===== src/common/wdg_pkg.sv =====
// Package of constants and state carriers for the watchdog block
package wdg_pkg;

    // ------------------------------------------------------------
    // Timing
    // ------------------------------------------------------------
    localparam int unsigned CLK_FREQ_HZ     = 200_000_000;
    localparam int unsigned OSC_FREQ_HZ     = 1_000_000;
    // Divider from system clock down to the watchdog oscillator rate
    localparam int unsigned OSC_DIV         = CLK_FREQ_HZ / OSC_FREQ_HZ;
    // Turn-off enable lifetime in system clocks
    localparam int unsigned TOE_HOLD_CYC    = 4;
    // Shortest timeout in oscillator cycles (16K), doubles per code
    localparam int unsigned BASE_PERIOD     = 16_384;
    // Width of the system reset pulse in system clocks
    localparam int unsigned RST_PULSE_CYC   = 16;

    // ------------------------------------------------------------
    // Widths
    // ------------------------------------------------------------
    localparam int unsigned CNT_W           = 22;
    localparam int unsigned OSC_CNT_W       = 16;
    localparam int unsigned ADR_W           = 8;

    // ------------------------------------------------------------
    // Register offsets (byte addresses)
    // ------------------------------------------------------------
    localparam logic [7:0] OFS_CONTROL      = 8'h00;
    localparam logic [7:0] OFS_RESTART      = 8'h04;
    localparam logic [7:0] OFS_STATUS       = 8'h08;

    // ------------------------------------------------------------
    // Control register fields
    // ------------------------------------------------------------
    localparam int unsigned BIT_TOE         = 4;
    localparam int unsigned BIT_EN          = 3;
    localparam int unsigned PS_LSB          = 0;
    localparam int unsigned PS_W            = 3;

    // Status register fields
    localparam int unsigned BIT_WDT_FLAG    = 31;

    // ------------------------------------------------------------
    // Reset values
    // ------------------------------------------------------------
    localparam logic            RST_EN      = 1'b0;
    localparam logic            RST_TOE     = 1'b0;
    localparam logic [2:0]      RST_PS      = 3'h0;

    // ------------------------------------------------------------
    // State carriers
    // ------------------------------------------------------------
    typedef struct packed {
        logic                   ack;
        logic [31:0]            rdata;
        logic                   en;
        logic                   toe;
        logic [2:0]             toe_cnt;
        logic [PS_W-1:0]        ps;
        logic [CNT_W-1:0]       cnt;
        logic                   rst_out;
        logic [4:0]             rst_cnt;
        logic                   wdt_flag;
    } wdg_state_s;

    typedef struct packed {
        logic [OSC_CNT_W-1:0]   div_cnt;
        logic                   tick;
    } wdg_osc_s;

endpackage


===== src/verilog/wdg_osc.sv =====
// Watchdog oscillator: divides the system clock to a one-cycle tick
`timescale 1ns/1ps
module wdg_osc #(
    parameter int unsigned DIV = wdg_pkg::OSC_DIV
) (
    // Clock and reset
    input  wire logic clk_i,
    input  wire logic rst_i,
    // Oscillator tick, one cycle wide
    output wire logic tick_o
);

    // ------------------------------------------------------------
    // Elaboration check
    // ------------------------------------------------------------
    generate
        if (DIV < 2 || DIV > (1 << wdg_pkg::OSC_CNT_W)) begin : g_bad_div
            $error("wdg_osc: DIV out of range");
        end
    endgenerate

    localparam logic [wdg_pkg::OSC_CNT_W-1:0] DIV_M1 =
        wdg_pkg::OSC_CNT_W'(DIV - 1);

    wdg_pkg::wdg_osc_s s_reg;
    wdg_pkg::wdg_osc_s s_next;

    // ------------------------------------------------------------
    // Next state
    // ------------------------------------------------------------
    // Runs free of any register setting, like a separate oscillator
    always_comb begin
        s_next = s_reg;
        s_next.tick = 1'b0;
        if (s_reg.div_cnt == DIV_M1) begin
            s_next.div_cnt = '0;
            s_next.tick = 1'b1;
        end else begin
            s_next.div_cnt = s_reg.div_cnt + 1'b1;
        end
    end

    // State register
    always_ff @(posedge clk_i) begin
        if (rst_i) begin
            s_reg <= '0;
        end else begin
            s_reg <= s_next;
        end
    end

    assign tick_o = s_reg.tick;

endmodule


===== src/verilog/wdg_top.sv =====
// Watchdog timer with guarded disable, classic Wishbone slave
//
// How it works
// - Counter advances only on a 1 MHz tick of its own oscillator.
// - Restart command clears the counter, starting a new period.
// - Enabled counter reaching the period pulses a full system reset.
// - Control bits 7..5 always read as zero.
// - Turn-off enable clears itself four system clocks after set.
// - Enable bit set enables; zero write works only with turn-off set.
// - Zero to enable within four clocks disables; later fails.
// - Period select picks 16K doubling to 2048K oscillator cycles.
`timescale 1ns/1ps
module wdg_top #(
    parameter int unsigned OSC_DIV     = wdg_pkg::OSC_DIV,
    parameter int unsigned BASE_PERIOD = wdg_pkg::BASE_PERIOD
) (
    // Clock and reset
    input  wire logic                     CLOCK_I,
    input  wire logic                     RESET_I,
    // Wishbone classic slave
    input  wire logic [wdg_pkg::ADR_W-1:0] WB_ADR_I,
    input  wire logic [31:0]              WB_DAT_I,
    input  wire logic [3:0]               WB_SEL_I,
    input  wire logic                     WB_WE_I,
    input  wire logic                     WB_CYC_I,
    input  wire logic                     WB_STB_I,
    output wire logic                     WB_ACK_O,
    output wire logic [31:0]              WB_DAT_O,
    // System reset request
    output wire logic                     SYS_RESET_O
);

    // ------------------------------------------------------------
    // Elaboration checks
    // ------------------------------------------------------------
    // Largest period must fit the counter
    generate
        if (BASE_PERIOD < 2 ||
            BASE_PERIOD > (1 << (wdg_pkg::CNT_W - 7))) begin : g_bad_base
            $error("wdg_top: BASE_PERIOD out of range");
        end
    endgenerate

    localparam logic [wdg_pkg::CNT_W-1:0] BASE_W =
        wdg_pkg::CNT_W'(BASE_PERIOD);
    localparam logic [2:0] TOE_LOAD = 3'(wdg_pkg::TOE_HOLD_CYC - 1);
    localparam logic [4:0] RST_LOAD = 5'(wdg_pkg::RST_PULSE_CYC - 1);

    // ------------------------------------------------------------
    // Oscillator tick
    // ------------------------------------------------------------
    logic osc_tick;

    wdg_osc #(
        .DIV    (OSC_DIV)
    ) u_osc (
        .clk_i  (CLOCK_I),
        .rst_i  (RESET_I),
        .tick_o (osc_tick)
    );

    wdg_pkg::wdg_state_s s_reg;
    wdg_pkg::wdg_state_s s_next;

    // ------------------------------------------------------------
    // Bus decode
    // ------------------------------------------------------------
    logic                     req;
    logic                     wr_lane0;
    logic                     hit_ctrl;
    logic                     hit_rst;
    logic                     hit_stat;
    logic                     expire;
    logic [wdg_pkg::CNT_W-1:0] period_m1;

    // One request per handshake: ack drops the cycle after it rises
    assign req      = WB_CYC_I & WB_STB_I & ~s_reg.ack;
    assign wr_lane0 = req & WB_WE_I & WB_SEL_I[0];
    assign hit_ctrl = (WB_ADR_I[7:2] == wdg_pkg::OFS_CONTROL[7:2]);
    assign hit_rst  = (WB_ADR_I[7:2] == wdg_pkg::OFS_RESTART[7:2]);
    assign hit_stat = (WB_ADR_I[7:2] == wdg_pkg::OFS_STATUS[7:2]);

    // Timeout length minus one, doubling per select code
    assign period_m1 = (BASE_W << s_reg.ps) - 1'b1;

    // Period runs out on this tick; a restart in the same cycle wins
    assign expire = s_reg.en & osc_tick & (s_reg.cnt >= period_m1) &
                    ~(wr_lane0 & hit_rst);

    // ------------------------------------------------------------
    // Next state
    // ------------------------------------------------------------
    always_comb begin
        s_next = s_reg;
        s_next.ack = req;
        s_next.rdata = s_reg.rdata;

        // Turn-off window ages out on system clocks
        if (s_reg.toe) begin
            if (s_reg.toe_cnt == 3'h0) begin
                s_next.toe = 1'b0;
            end else begin
                s_next.toe_cnt = s_reg.toe_cnt - 1'b1;
            end
        end

        // Reset pulse length; runs first so a new timeout reloads it
        if (s_reg.rst_out) begin
            if (s_reg.rst_cnt == 5'h0) begin
                s_next.rst_out = 1'b0;
            end else begin
                s_next.rst_cnt = s_reg.rst_cnt - 1'b1;
            end
        end

        // Counter holds while disabled, so it may not restart at zero
        if (expire) begin
            s_next.cnt = '0;
            s_next.rst_out = 1'b1;
            s_next.rst_cnt = RST_LOAD;
            s_next.wdt_flag = 1'b1;
        end else if (s_reg.en && osc_tick) begin
            s_next.cnt = s_reg.cnt + 1'b1;
        end

        // Control register write
        if (wr_lane0 && hit_ctrl) begin
            s_next.ps = WB_DAT_I[wdg_pkg::PS_LSB +: wdg_pkg::PS_W];
            if (WB_DAT_I[wdg_pkg::BIT_EN]) begin
                s_next.en = 1'b1;
            end else if (s_reg.toe) begin
                // Zero only sticks inside the live turn-off window
                s_next.en = 1'b0;
            end
            if (WB_DAT_I[wdg_pkg::BIT_TOE]) begin
                s_next.toe = 1'b1;
                s_next.toe_cnt = TOE_LOAD;
            end
        end

        // Restart command; wins over a tick in the same cycle
        if (wr_lane0 && hit_rst) begin
            s_next.cnt = '0;
        end

        // Status flag: write one clears, but a new timeout wins
        if (wr_lane0 && hit_stat && WB_DAT_I[0] && !expire) begin
            s_next.wdt_flag = 1'b0;
        end

        // Read data, unmapped reads return zero
        if (req && !WB_WE_I) begin
            s_next.rdata = 32'h0000_0000;
            if (hit_ctrl) begin
                s_next.rdata[7:5] = 3'h0;
                s_next.rdata[wdg_pkg::BIT_TOE] = s_reg.toe;
                s_next.rdata[wdg_pkg::BIT_EN] = s_reg.en;
                s_next.rdata[wdg_pkg::PS_LSB +: wdg_pkg::PS_W] = s_reg.ps;
            end else if (hit_stat) begin
                s_next.rdata[wdg_pkg::CNT_W-1:0] = s_reg.cnt;
                s_next.rdata[wdg_pkg::BIT_WDT_FLAG] = s_reg.wdt_flag;
            end
        end
    end

    // ------------------------------------------------------------
    // State register
    // ------------------------------------------------------------
    always_ff @(posedge CLOCK_I) begin
        if (RESET_I) begin
            s_reg <= '0;
            s_reg.en <= wdg_pkg::RST_EN;
            s_reg.toe <= wdg_pkg::RST_TOE;
            s_reg.ps <= wdg_pkg::RST_PS;
        end else begin
            s_reg <= s_next;
        end
    end

    // Outputs straight from flip-flops
    assign WB_ACK_O    = s_reg.ack;
    assign WB_DAT_O    = s_reg.rdata;
    assign SYS_RESET_O = s_reg.rst_out;

endmodule

===== config.mk =====
export PLATFORM = sky130hd
export DESIGN_NAME = wdg_top
export DESIGN_NICKNAME = d
export VERILOG_FILES = /design/src/common/wdg_pkg.sv /design/src/verilog/wdg_osc.sv /design/src/verilog/wdg_top.sv
export SDC_FILE = /design/constraint.sdc
export NUM_CORES = 1
export LEC_CHECK = 0
export ABC_CLOCK_PERIOD_IN_PS = 2000
export BUFFER_PORTS_ARGS = -buffer_cell sky130_fd_sc_hd__buf_2
export CORE_MARGIN = 4
export CORE_UTILIZATION = 49
export DETAILED_ROUTE_END_ITERATION = 12
export PLACE_DENSITY_LB_ADDON = 0.15
export SYNTH_ARGS = -nofsm -noshare
export SYNTH_HDL_FRONTEND = slang
export SYNTH_SLANG_ARGS = --single-unit

===== constraint.sdc =====
create_clock -name CLOCK_I -period 2 [get_ports CLOCK_I]
set_clock_uncertainty 0.05 [all_clocks]
set_input_delay 0.4 -clock CLOCK_I [delete_from_list [all_inputs] [get_ports CLOCK_I]]
set_output_delay 0.4 -clock CLOCK_I [all_outputs]
set_load 0.02 [all_outputs]

# Word level (Yosys, flattened, before mapping)
# Index checks and enable logic that the tools add are counted.
[classes]
reduce_logical = 21
order_cmp = 1
n_addsub = 5
n_mux = 17
shifts = 1
bitwise_logic = 11
eq_ne = 4
[ops]
columns = ["operator", "n"]
rows = [
  ["$add A22 B1 Y22 const B", 1],
  ["$ge A22 B22 Y1", 1],
  ["$mux W22", 1],
  ["$shl A15 B3 Y22 const A", 1],
  ["$sub A22 B1 Y22 const B", 1],
  ["$add A16 B1 Y16 const B", 1],
  ["$eq A16 B8 Y1 const B", 1],
  ["$mux W14", 1],
  ["$mux W7", 2],
  ["$and A1 B1 Y1", 8],
  ["$mux W4", 2],
  ["$mux W8", 1],
  ["$logic_and A1 B1 Y1", 7],
  ["$mux W1", 7],
  ["$eq A6 B1 Y1 const B", 1],
  ["$eq A6 B2 Y1 const B", 1],
  ["$logic_not A6 Y1", 1],
  ["$mux W6", 1],
  ["$reduce_and A2 Y1", 3],
  ["$reduce_or A2 Y1", 3],
  ["$logic_not A5 Y1", 1],
  ["$mux W5", 1],
  ["$sub A5 B1 Y5 const B", 1],
  ["$reduce_bool A2 Y1", 2],
  ["other kinds (7)", 10],
]
[totals]
elab_cells = 73
output_inout_bits = 34
in_bits = 49
reg_bits = 78

# Logic depth before layout (Yosys ltp)
[depth]
depth_word = 10
mapped_depth = 8
mapped_depth_nobuf = 6

# Modules after synthesis
# Synthesis repeated with hierarchy kept, for this count alone.
[hier_totals]
cells_unflattened = 442
hier_area_um2 = 3978.8
[modules_own_cells]
columns = ["mod", "n_inst", "cells_per_inst", "seq_area_each_um2", "area_each_um2"]
rows = [
  ["wdg_top", 1, 358, 1221.2, 3196.8],
  ["wdg_osc", 1, 84, 340.3, 782.0],
]

# Least setup slack after synthesis
# No wires, ideal clock.
[synth_timing]
path_kind = "reg2reg"
start = "register s_reg[31] (netlist name)"
end = "register s_reg[10] (netlist name)"
setup_time_ns = 0.132
t_required_ns = 1.818
setup_slack_ns = -0.218
n_path_buf = 2
path_stages_with_launch = 9
period_less_slack_ns = 2.218
arrival_time_ns = 2.036
cell_sequence = "dfxtp_1 -> clkbuf_1 -> nor2_1 -> ha_1 -> nand4_1 -> or4_1 -> a21oi_1 -> clkbuf_1 -> nor3_1"
[synth_between]
elab_chain_len = 6
[synth_rtl]
columns = ["element", "line", "text"]
rows = [
  ["from (decl)", "wdg_top.sv:62", "wdg_pkg::wdg_state_s s_reg;"],
  ["from (signal assigned)", "wdg_top.sv:176", "s_reg <= s_next;"],
  ["$shl A15 B3 Y22", "wdg_top.sv:84", "assign period_m1 = (BASE_W << s_reg.ps) - 1'b1;"],
  ["$sub A22 B1 Y22", "wdg_top.sv:84", ""],
  ["$ge A22 B22 Y1", "wdg_top.sv:87", "assign expire = s_reg.en & osc_tick & (s_reg.cnt >= period_m1) &"],
  ["$and A1 B1 Y1 (2 in a row)", "wdg_top.sv:87", ""],
  ["$reduce_or A3 Y1 (no source line)", "-", ""],
]
# No other way between the ends.
# A chain may end at the register's enable or synchronous reset.

# Worst setup path in the final report
[layout_timing]
start = "register s_reg[30] (netlist name)"
end = "register s_reg[5] (netlist name)"
[layout_between]
elab_chain_len = 6
[layout_rtl]
columns = ["element", "line"]
rows = [
  ["$shl A15 B3 Y22", "wdg_top.sv:84"],
  ["$sub A22 B1 Y22", "wdg_top.sv:84"],
  ["$ge A22 B22 Y1", "wdg_top.sv:87"],
  ["$and A1 B1 Y1 (2 in a row)", "wdg_top.sv:87"],
  ["$reduce_or A2 Y1 (no source line)", "-"],
]
# No other way between the ends.

==> reports/metrics.cfg <==
[global_routing]
grt_use_total_pct=19.14
antenna_found_initial=0
grt_pass1_vias=3164
grt_first_pass_wirelength_mm=15.01
grt_max_degree=28
grt_overflow=0

[finish]
area_delta_synth_final_pct=23.01
regArea_um2=1572
nets=552
stdcell_area_um2=4736
layout.cells.non_filler=599
fillers=689
multiInputGateArea_um2=2141
drive_gt1_share_pct=31.72
largest_reg_flops=36
layout_commonest_cell=dfxtp_1
layout_common_cells=74 x dfxtp_1, 44 x nor2_1, 44 x buf_4

[timing]
maxSlewHeadroom_pct=67.21
timing.fmax_mhz=499.4
hold_violations=0
finalCritPeriodShare_pct=100.1
worst_pin_slew_ns=0.4866
setup_violations=1
drv_slew=0
rsz0062_at_grt=yes
setup_slack_ns=-0.002381
period_minus_slack_ns=2.002

[detailed_routing]
ant_nets=0
drc=0
wl_per_cell_um=15.25
vias=3327
routed_wl_mm=9.135
dr.pass1.iters=4
avgViaCountPerCell=5.554
drt_iter0_drc=196

[synthesis]
yosysSeqAreaShare_pct=40.56
synth_warnings=0
synth-compound-area-share_pct=13.91
synth_top_family_by_area=simple AND/OR/NAND/NOR gates
synth_seq_cells=78
muxShareOfSynthArea_pct=1.332
netlist_area_um2=3850
synthXorXnorAreaFrac_pct=5.687
synthArstFlopShare_pct=0
synthCells=433
synth_cell_types=53
synth_fa_ha_area_share_pct=4.225
ys.flop_type=dfxtp_1
synth-edff-count=0
synth.top_cell.area_share_pct=40.56
synth_area_leader_cell=dfxtp_1
yosys-top-cells-area=dfxtp_1 41%, buf_4 6.2%, nor2_1 4.4%
synth-simple-area-share_pct=24.34
synth_area_per_cell_um2=8.891

[min_path]
hold_depth=2
holdPathEnd=s_reg[34]$_SDFF_PP0_
min-delay-path-class=in -> reg
min_from=WB_DAT_I[4]

[placed_design]
dp_cells=575
post-dp-hpwl_mm=6.222
placed_cell_area_um2=4265
dp_slack_ns=-0.1187
gp_congestion=0.7879
placement.io_buffers=41

[worst_setup_path]
r2r_start=s_reg[30]$_SDFFE_PP0P_
endpoint_kind=flip-flop
required_ns=2.21
cp_cell_sequence=buf_4 -> a21oi_1 -> ha_2 -> o21ai_0 -> a211o_1 -> a211o_4 -> and3_1
critPathKind=reg -> reg
r2r_cells=7
start_kind=flip-flop
crit_path_max_fanout=7
cpPeakStageDelay_ns=0.38
r2r-end=s_reg[5]$_SDFFE_PP0P_
reg2reg_slack_ns=-0.002
cp_data_arrival_time_ns=2.21
cpMaxStageDelayCell=dfxtp_4

[floorplanning]
die_w_um=96.64
die_h_um=96.64
rows=32
ios=83
start_util_pct=50.08
dieArea_um2=9339
core_area_um2=7687

[run]
drv_cap=0

[clocking]
holdBufCountCts=0
numCtsBuffers=9
clock_sinks=78
path_clk_slew_ns=0.08
clockBufferDepth=2
cts_tree=yes
cts-root-buf=clkbuf_8
clk_latency_ns=0.36
h-tree-depth=3

[power]
p_total_mw=3.015
irDropWorstVdd_uv=427.1
powerDensity_nw_per_um2=636.6
power.leakage_nw=1.785

[run_status]
status=complete, but fails checks
violations=setup timing

worst max path at each step:
stage,start,endpoint,slack (ns),cells after the start
floorplan,WB_ADR_I[5],WB_DAT_O[13]$_SDFFE_PP0P_,-0.02,6
global placement,WB_ADR_I[5],s_reg[29]$_SDFFE_PP0P_,-0.11,6
detailed placement,WB_ADR_I[5],s_reg[9]$_SDFFE_PP0P_,-0.12,6
CTS,s_reg[30]$_SDFFE_PP0P_,s_reg[27]$_SDFFE_PP0P_,0.00002,8
global route,s_reg[30]$_SDFFE_PP0P_,s_reg[23]$_SDFFE_PP0P_,-0.08,8
finish,s_reg[30]$_SDFFE_PP0P_,s_reg[5]$_SDFFE_PP0P_,-0.002,7
kinds of logic (layout without fill, tap and decap cells):
kind of cell	after synthesis	count (layout)
flip-flops	78	78
AND/OR/NAND/NOR	168	170
other	2	12
adder cells (fa/ha/maj)	13	13
AO/OA/AOI/OAI	76	76
buffers and inverters	66	118
multiplexers	5	5
XOR/XNOR	25	25
through the flow:
step | util, % | hold WS, ns | TNS [ns]
floorplan | - | 0.3835 | -0.2131
global placement | 55.48 | 0.3960 | -2.786
detailed placement | 55.48 | 0.4144 | -3.516
CTS | 58.84 | 0.1739 | 0
global route | 61.54 | 0.1868 | -1.226
finish | 61.60 | 0.1933 | -0.002381
Yosys cell counts, drive strengths merged, types with 5 or more instances:
cell     n
dfxtp   78
nor2    45
buf     39
nor3    25
nand2   22
a22oi   18
clkbuf  15
nand3   14
xnor2   14
a21oi   13
ha      13
inv     12
nand4   12
xor2    11
a211oi  10
o21ai    9
or4      9
nor4     8
a31oi    7
a221oi   5
and3     5
and4     5
or3      5
worst max-delay path, delay by kind of cell (launching register included):
family,cells,cell delay [ns]
AO/OA/AOI/OAI,4,0.88
flip-flops,1,0.38
adder cells (fa/ha/maj),1,0.31
AND/OR/NAND/NOR,1,0.15
buffers and inverters,1,0.14
power breakdown:
group	total, mW	internal [mW]	switching, mW
combinational	0.131	0.0422	0.0887
clock	1.32	0.732	0.583
sequential	1.57	1.56	0.00905
per-layer routing:
metal,global-route usage (%),share of wire (%),up-vias
li1,-,-,1658
met1,24.40,45,1585
met2,32.59,50,77
met3,4.110,4.5,7
met4,5.400,0.83,0
met5,0,0,-
final cells by class:
cell class | instances | share of cell area, %
clock buffer | 10 | 2.906
multi-input combinational | 299 | 45.20
clock inverter | 6 | 1.797
antenna | 2 | 0.1057
sequential | 78 | 33.18
inverter | 12 | 0.9511
timing repair buffer | 90 | 13.16
tap | 102 | 2.695
timing repair:
item / 4_1_cts / 5_1_grt
cloned: 1 / 3
gates resized for setup: 6 / 30
pin swaps: 0 / 10
endpoints found under the setup margin: 28 / 29
setup buffers: 0 / 2
Note: power is estimated with default switching activity, not from simulation.
